[config.mk]
export PLATFORM = sky130hd
export DESIGN_NAME = qie_top
export DESIGN_NICKNAME = d
export VERILOG_FILES = /design/src/qie_pkg.sv /design/src/qie_reg_if.sv /design/src/qie_top.sv /design/src/qie_wb_slave.sv /design/src/qie_evt_gen.sv
export SDC_FILE = /design/constraint.sdc
export NUM_CORES = 1
export LEC_CHECK = 0
export ABC_CLOCK_PERIOD_IN_PS = 2200
export BUFFER_PORTS_ARGS = -buffer_cell sky130_fd_sc_hd__buf_2
export CAP_MARGIN = 20
export CORE_MARGIN = 1.5
export CORE_UTILIZATION = 39
export CTS_CLUSTER_DIAMETER = 50
export DETAILED_ROUTE_END_ITERATION = 16
export GPL_TIMING_DRIVEN = 1
export HOLD_SLACK_MARGIN = 0.15
export PLACE_DENSITY = 0.8
export SYNTH_ARGS = -nofsm -noshare
export SYNTH_HDL_FRONTEND = slang
export SYNTH_SLANG_ARGS = --single-unit
[constraint.sdc]
create_clock -name clk_i -period 2.2 [get_ports clk_i]
set_clock_uncertainty 0.2 [all_clocks]
set_input_delay 0.11 -clock clk_i [delete_from_list [all_inputs] [get_ports clk_i]]
set_output_delay 0.11 -clock clk_i [all_outputs]
set_load 0.005 [all_outputs]
[src/qie_pkg.sv]
// constants of the quadrature interrupt enable block
// assumes a 32-bit classic wishbone slave, byte addresses
package qie_pkg;
	localparam int QIE_ADR_W = 12;
	localparam int QIE_DAT_W = 32;
	localparam int QIE_SEL_W = 4;
	localparam int QIE_NUM_EVT = 5;

	// register byte offsets
	localparam logic [11:0] QIE_OFS_EVENT_STATUS = 12'h300;
	localparam logic [11:0] QIE_OFS_INT_ENABLE_SET = 12'h304;
	localparam logic [11:0] QIE_OFS_INT_ENABLE_CLEAR = 12'h308;
	localparam logic [11:0] QIE_OFS_INT_PENDING = 12'h30c;

	// event bit positions, shared by status, enable and pending
	localparam int QIE_BIT_SAMPLE_DONE = 0;
	localparam int QIE_BIT_REPORT_DONE = 1;
	localparam int QIE_BIT_SUM_OVERFLOW = 2;
	localparam int QIE_BIT_DOUBLE_TRANSITION = 3;
	localparam int QIE_BIT_STOPPED = 4;

	// values after reset
	localparam logic [4:0] QIE_RST_ENABLE = 5'h00;
	localparam logic [4:0] QIE_RST_STATUS = 5'h00;
	localparam logic [31:0] QIE_RST_DATA = 32'h0000_0000;

	// register selector decoded from the address
	typedef enum logic [4:0] {
		QIE_REG_NONE = 5'b00001,
		QIE_REG_STATUS = 5'b00010,
		QIE_REG_EN_SET = 5'b00100,
		QIE_REG_EN_CLR = 5'b01000,
		QIE_REG_PENDING = 5'b10000
	} qie_reg_sel_type;
endpackage

[src/qie_reg_if.sv]
// register access strobes between bus slave and register file
// assumes one clock domain; wr is a one-cycle pulse
`timescale 1ns/1ps
interface qie_reg_if;
	logic wr;
	logic [11:0] addr;
	logic [31:0] wdata;
	logic [3:0] sel;
	logic [31:0] rdata;

	modport bus (
		output wr,
		output addr,
		output wdata,
		output sel,
		input rdata
	);

	modport regs (
		input wr,
		input addr,
		input wdata,
		input sel,
		output rdata
	);
endinterface

[src/qie_top.sv]
// quadrature decoder interrupt enable and request block
// assumes decoder conditions arrive on clk_i as pulses or levels,
// software reaches the registers over classic wishbone
//
// Added by the designer: the Wishbone interface to the registers.
`timescale 1ns/1ps

module qie_top (
	input wire logic clk_i,
	input wire logic rst_i,
	input wire logic wb_cyc_i,
	input wire logic wb_stb_i,
	input wire logic wb_we_i,
	input wire logic [qie_pkg::QIE_ADR_W-1:0] wb_adr_i,
	input wire logic [qie_pkg::QIE_SEL_W-1:0] wb_sel_i,
	input wire logic [qie_pkg::QIE_DAT_W-1:0] wb_dat_i,
	output logic [qie_pkg::QIE_DAT_W-1:0] wb_dat_o,
	output logic wb_ack_o,
	input wire logic sample_done_i,
	input wire logic report_period_done_i,
	input wire logic motion_sum_nonzero_i,
	input wire logic double_transition_sum_nonzero_i,
	input wire logic motion_sum_overflow_i,
	input wire logic double_transition_sum_overflow_i,
	input wire logic stopped_i,
	output logic [qie_pkg::QIE_NUM_EVT-1:0] int_enable_o,
	output logic irq_o
);
	import qie_pkg::*;

	typedef struct packed {
		logic [QIE_NUM_EVT-1:0] enable;
		logic [QIE_NUM_EVT-1:0] status;
		logic irq;
	} qie_top_state_type;

	qie_top_state_type state_r;
	qie_top_state_type state_nxt;
	logic [QIE_NUM_EVT-1:0] evt;
	logic [QIE_NUM_EVT-1:0] wr_ones;
	qie_reg_sel_type wr_sel;
	qie_reg_sel_type rd_sel;

	qie_reg_if reg_bus ();

	// maps a byte address onto one register, unmapped gives none
	function automatic qie_reg_sel_type qie_decode(input logic [11:0] adr);
		qie_reg_sel_type sel;
		sel = QIE_REG_NONE;
		case (adr[11:2])
			QIE_OFS_EVENT_STATUS[11:2]: begin
				sel = QIE_REG_STATUS;
			end
			QIE_OFS_INT_ENABLE_SET[11:2]: begin
				sel = QIE_REG_EN_SET;
			end
			QIE_OFS_INT_ENABLE_CLEAR[11:2]: begin
				sel = QIE_REG_EN_CLR;
			end
			QIE_OFS_INT_PENDING[11:2]: begin
				sel = QIE_REG_PENDING;
			end
			default: begin
				sel = QIE_REG_NONE;
			end
		endcase
		return sel;
	endfunction

	// zero-extends a five bit field into a bus word
	function automatic logic [31:0] qie_word(input logic [QIE_NUM_EVT-1:0] f);
		return {{(32 - QIE_NUM_EVT){1'b0}}, f};
	endfunction

	qie_wb_slave u_slave (
		.clk_i(clk_i),
		.rst_i(rst_i),
		.wb_cyc_i(wb_cyc_i),
		.wb_stb_i(wb_stb_i),
		.wb_we_i(wb_we_i),
		.wb_adr_i(wb_adr_i),
		.wb_sel_i(wb_sel_i),
		.wb_dat_i(wb_dat_i),
		.wb_dat_o(wb_dat_o),
		.wb_ack_o(wb_ack_o),
		.reg_bus(reg_bus.bus)
	);

	qie_evt_gen u_evt (
		.clk_i(clk_i),
		.rst_i(rst_i),
		.sample_done_i(sample_done_i),
		.report_period_done_i(report_period_done_i),
		.motion_sum_nonzero_i(motion_sum_nonzero_i),
		.double_transition_sum_nonzero_i(double_transition_sum_nonzero_i),
		.motion_sum_overflow_i(motion_sum_overflow_i),
		.double_transition_sum_overflow_i(double_transition_sum_overflow_i),
		.stopped_i(stopped_i),
		.evt_o(evt)
	);

	assign wr_sel = qie_decode(reg_bus.addr);
	assign rd_sel = qie_decode(reg_bus.addr);

	// all fields live in byte lane 0, other lanes cannot touch them
	assign wr_ones = (reg_bus.wr && reg_bus.sel[0]) ?
		reg_bus.wdata[QIE_NUM_EVT-1:0] : '0;

	// read mux; unmapped and reserved bits answer zero
	always_comb begin
		case (rd_sel)
			QIE_REG_STATUS: begin
				reg_bus.rdata = qie_word(state_r.status);
			end
			QIE_REG_EN_SET, QIE_REG_EN_CLR: begin
				reg_bus.rdata = qie_word(state_r.enable);
			end
			QIE_REG_PENDING: begin
				reg_bus.rdata = qie_word(state_r.status & state_r.enable);
			end
			default: begin
				reg_bus.rdata = QIE_RST_DATA;
			end
		endcase
	end

	always_comb begin
		state_nxt = state_r;
		// only ones act, so a zero write leaves every bit alone
		if (wr_sel == QIE_REG_EN_SET) begin
			state_nxt.enable = state_r.enable | wr_ones;
		end
		if (wr_sel == QIE_REG_EN_CLR) begin
			state_nxt.enable = state_r.enable & ~wr_ones;
		end
		// a new event beats a clear written in the same cycle
		if (wr_sel == QIE_REG_STATUS) begin
			state_nxt.status = (state_r.status & ~wr_ones) | evt;
		end else begin
			state_nxt.status = state_r.status | evt;
		end
		// irq follows the registered flags and enables, one cycle late
		state_nxt.irq = |(state_r.status & state_r.enable);
	end

	always_ff @(posedge clk_i) begin
		if (rst_i) begin
			state_r <= '{enable: QIE_RST_ENABLE, status: QIE_RST_STATUS, irq: 1'b0};
		end else begin
			state_r <= state_nxt;
		end
	end

	assign int_enable_o = state_r.enable;
	assign irq_o = state_r.irq;
endmodule

[src/qie_wb_slave.sv]
// classic wishbone slave front end
// assumes master holds request until ack; one wait state answer
`timescale 1ns/1ps
module qie_wb_slave (
	input wire logic clk_i,
	input wire logic rst_i,
	input wire logic wb_cyc_i,
	input wire logic wb_stb_i,
	input wire logic wb_we_i,
	input wire logic [qie_pkg::QIE_ADR_W-1:0] wb_adr_i,
	input wire logic [qie_pkg::QIE_SEL_W-1:0] wb_sel_i,
	input wire logic [qie_pkg::QIE_DAT_W-1:0] wb_dat_i,
	output logic [qie_pkg::QIE_DAT_W-1:0] wb_dat_o,
	output logic wb_ack_o,
	qie_reg_if.bus reg_bus
);
	import qie_pkg::*;

	typedef struct packed {
		logic ack;
		logic [31:0] dat;
	} qie_slv_state_type;

	qie_slv_state_type state_r;
	qie_slv_state_type state_nxt;
	logic req;

	// ack gated by its own state so it drops the cycle after it rose
	assign req = wb_cyc_i && wb_stb_i && !state_r.ack;

	assign reg_bus.wr = req && wb_we_i;
	assign reg_bus.addr = wb_adr_i;
	assign reg_bus.wdata = wb_dat_i;
	assign reg_bus.sel = wb_sel_i;

	always_comb begin
		state_nxt = state_r;
		state_nxt.ack = req;
		if (req && !wb_we_i) begin
			state_nxt.dat = reg_bus.rdata;
		end
	end

	always_ff @(posedge clk_i) begin
		if (rst_i) begin
			state_r <= '{ack: 1'b0, dat: QIE_RST_DATA};
		end else begin
			state_r <= state_nxt;
		end
	end

	assign wb_ack_o = state_r.ack;
	assign wb_dat_o = state_r.dat;
endmodule

[src/qie_evt_gen.sv]
// registers decoder conditions into event bits, one cycle after the inputs
// assumes all inputs come from logic on clk_i
`timescale 1ns/1ps
module qie_evt_gen (
	input wire logic clk_i,
	input wire logic rst_i,
	input wire logic sample_done_i,
	input wire logic report_period_done_i,
	input wire logic motion_sum_nonzero_i,
	input wire logic double_transition_sum_nonzero_i,
	input wire logic motion_sum_overflow_i,
	input wire logic double_transition_sum_overflow_i,
	input wire logic stopped_i,
	output logic [qie_pkg::QIE_NUM_EVT-1:0] evt_o
);
	import qie_pkg::*;

	typedef struct packed {
		logic [QIE_NUM_EVT-1:0] evt;
	} qie_evt_state_type;

	qie_evt_state_type state_r;
	qie_evt_state_type state_nxt;

	always_comb begin
		state_nxt = state_r;
		state_nxt.evt = '0;
		state_nxt.evt[QIE_BIT_SAMPLE_DONE] = sample_done_i;
		// no motion since the last clear means no report
		state_nxt.evt[QIE_BIT_REPORT_DONE] =
			report_period_done_i && motion_sum_nonzero_i;
		state_nxt.evt[QIE_BIT_SUM_OVERFLOW] =
			motion_sum_overflow_i || double_transition_sum_overflow_i;
		state_nxt.evt[QIE_BIT_DOUBLE_TRANSITION] =
			report_period_done_i && double_transition_sum_nonzero_i;
		state_nxt.evt[QIE_BIT_STOPPED] = stopped_i;
	end

	always_ff @(posedge clk_i) begin
		if (rst_i) begin
			state_r <= '{evt: QIE_RST_STATUS};
		end else begin
			state_r <= state_nxt;
		end
	end

	assign evt_o = state_r.evt;
endmodule

==> flow_summary.yaml <==
floorplan:
  boundaryPins: 99
  dieHeight_um: 59.0
  rows: 20
  start_util: 0.404
  dieArea_um2: 3480
  die_w_um: 59.0
  design.core.area_um2: 3030
worst_setup_path:
  cp_common_cell: "dlygate4sd3_1"
  required_ns: 2.25
  crit_family: "buffers and inverters"
  cpPeakStageDelay_ns: 0.65
  cp_cell_sequence: "dlygate4sd3_1 > buf_2 > nand4_4 > dlygate4sd3_1 > nor4_4 > a21o_1"
  cp.arrival_ns: 2.15
  crit_path_end_kind: "register"
  crit_cells: 6
  slowest_stage: "dlygate4sd3_1"
  worst_setup_path_start_kind: "input port"
  critPathMaxFanout: 5
  worstSetupPathType: "input port to register"
  crit_buf_inv: 3
  reg2regPathDepth: 3
route:
  vias: 1114
  route.detailed.drc: 0
  drt-pass1-iter-count: 5
  wl_mm: 2.66
  routedWlPerCell_um: 11.0
  viasPerCell: 4.62
  detail_route.iter0.violations: 35
  postRouteAntennaNets: 0
finish:
  seq_area_um2: 440
  drive_gt1_frac: 0.249
  multiInputGateArea_um2: 606
  fillers: 280
  antenna_cells: 0
  syn_to_final_growth_pct: 37.4
  nets: 259
  fin_area_um2: 1680
place:
  pre_cts_slack_ns: 0.516
  io_buffers: 39
  gp_congestion: 0.788
  hpwl_mm: 1.86
  place_area_um2: 1320
global_route:
  overflow: 0
  grt_pass1_wl_mm: 4.21
  grt_util_all_layers: 0.158
  met3_usage: 0.0415
  grt_start_max_net_pins: 19
  use_met2: 0.316
  grt_util_met1: 0.161
  top_usage_layer: "met2"
  grt_antenna_before_repair: 0
  grt_pass1_vias: 995
yosys:
  synth_top_area_frac: 0.360
  synth_seq_cells: 22
  synth_area_um2: 1220
  ys_warn_count: 0
  synth_area_leaders: "dfxtp_1, buf_4, nor4_4, nor3b_1, a311oi_1"
  async_reset_ff_frac: 0
  synth-seq-area-share: 0.360
  synth_top_area_cell: "dfxtp_1"
  syn_avg_cell_area_um2: 9.41
  yosys.cell_count.top_type: "buf_4"
  synthCells: 130
  ys_top_cells_by_count: "buf_4, dfxtp_1, nor2_1"
  synth_edf_count: 0
  yosysUniqueCellTypes: 27
  ys.flop_type: "dfxtp_1"
timing:
  tns_ns: 0
  fmax_mhz: 476
  hold_viol: 0
  final.period_utilization: 0.956
  maxSlewViolCount: 0
  rsz0062_at_grt: "no"
  fin_ws_ns: 0.0978
  setup_viol: 0
  min_period_ns: 2.10
job:
  max_cap_violations: 0
power:
  cellPowerDensity_nw_per_um2: 434
  ir_drop_v: 0.000419
  leakage_uw: 0.000802
clock_network:
  ctsHoldBuffers: 34
  path_clk_slew_ns: 0.11
  clock-root-buffer: "clkbuf_4"
  cts_tree: "built"
  htreeDepth: 1
  clock_latency_ns: 0.30
  cts_setup_buffers: 0
  cts_made_buffers: 3
  clockBufferDepth: 2
  cts_resized: 0
  cts.sinks: 22
run_status:
  status: "completed"
hold_path:
  hold_depth: 4
  hold_path.class: "input port to register"
layout make-up:
class,count,area share
multi-input cells,93,0.360
repair buffers,73,0.318
flip-flops and latches,22,0.262
well taps,44,0.0327
clock buffers,3,0.0134
inverters,6,0.0134
per-stage QoR:
| step | hold WS, ns | std cells | utilization | power (uW) |
|---|---|---|---|---|
| 2_1_floorplan | 0.0187 | 156 | - | 511 |
| 3_3_place_gp | 0.119 | 204 | 0.436 | 514 |
| 3_5_place_dp | 0.121 | 204 | 0.436 | 517 |
| 4_1_cts | 0.221 | 241 | 0.555 | 732 |
| 5_1_grt | 0.230 | 241 | 0.555 | 769 |
| 6_report | 0.234 | 241 | 0.555 | 730 |
logic make-up (layout without fill, tap and decap cells):
logic type | Yosys count | count (layout) | synth area share
other cells | 1 | 27 | 0.00306
flops | 22 | 22 | 0.360
simple gates | 37 | 37 | 0.233
xor+xnor | 1 | 1 | 0.00716
compound gates | 28 | 28 | 0.172
buf+inv | 41 | 82 | 0.225
routing by layer:
metal / vias up / wire, um
met5: - / 0
met3: 2 / 166
met4: 0 / 13
met2: 46 / 1440
met1: 528 / 1040
li1: 538 / -
report_power, final:
| part | total [uW] | internal (uW) | switching, uW |
|---|---|---|---|
| registers | 420 | 410 | 10.0 |
| clock network | 174 | 63.8 | 111 |
| logic | 136 | 76.7 | 59.5 |
| total | 730 | 550 | 180 |
layout by cell type (no fill, tap or decap):
master         instances
nand4_4                1
nand2_1                2
nor4_4                 3
inv_1                  6
a22oi_1                1
clkbuf_4               3
nor3b_1                6
or3_4                  2
buf_2                 39
xor2_1                 1
a222oi_1               1
dfxtp_1               22
nor2_1                10
a31oi_1                5
conb_1                27
and4_2                 1
nor3_1                 1
and3b_1                2
nand3_1                1
dlygate4sd3_1         34
nor2b_1                2
a311oi_1               5
nand2b_1               6
a21oi_1                1
o22ai_1                5
a21o_1                 5
o2bb2ai_1              5
worst reg2reg max path, cell delays in order (launching register included):
cell,delay [ns]
dfxtp_1,0.43
nor4_4,0.46
a311oi_1,0.15
dlygate4sd3_1,0.57
path summary, 6_finish.rpt:
path,to,from,slack (ns)
worst max-delay path,register,wb_adr_i[9],0.1
worst min-delay path,register,wb_adr_i[8],0.23
worst max register to register,state_r[2],u_slave.wb_ack_o,0.29
worst min register to register,u_slave.wb_dat_o[1],u_slave.wb_dat_o[1],0.27
(Power assumes the default switching activity.)
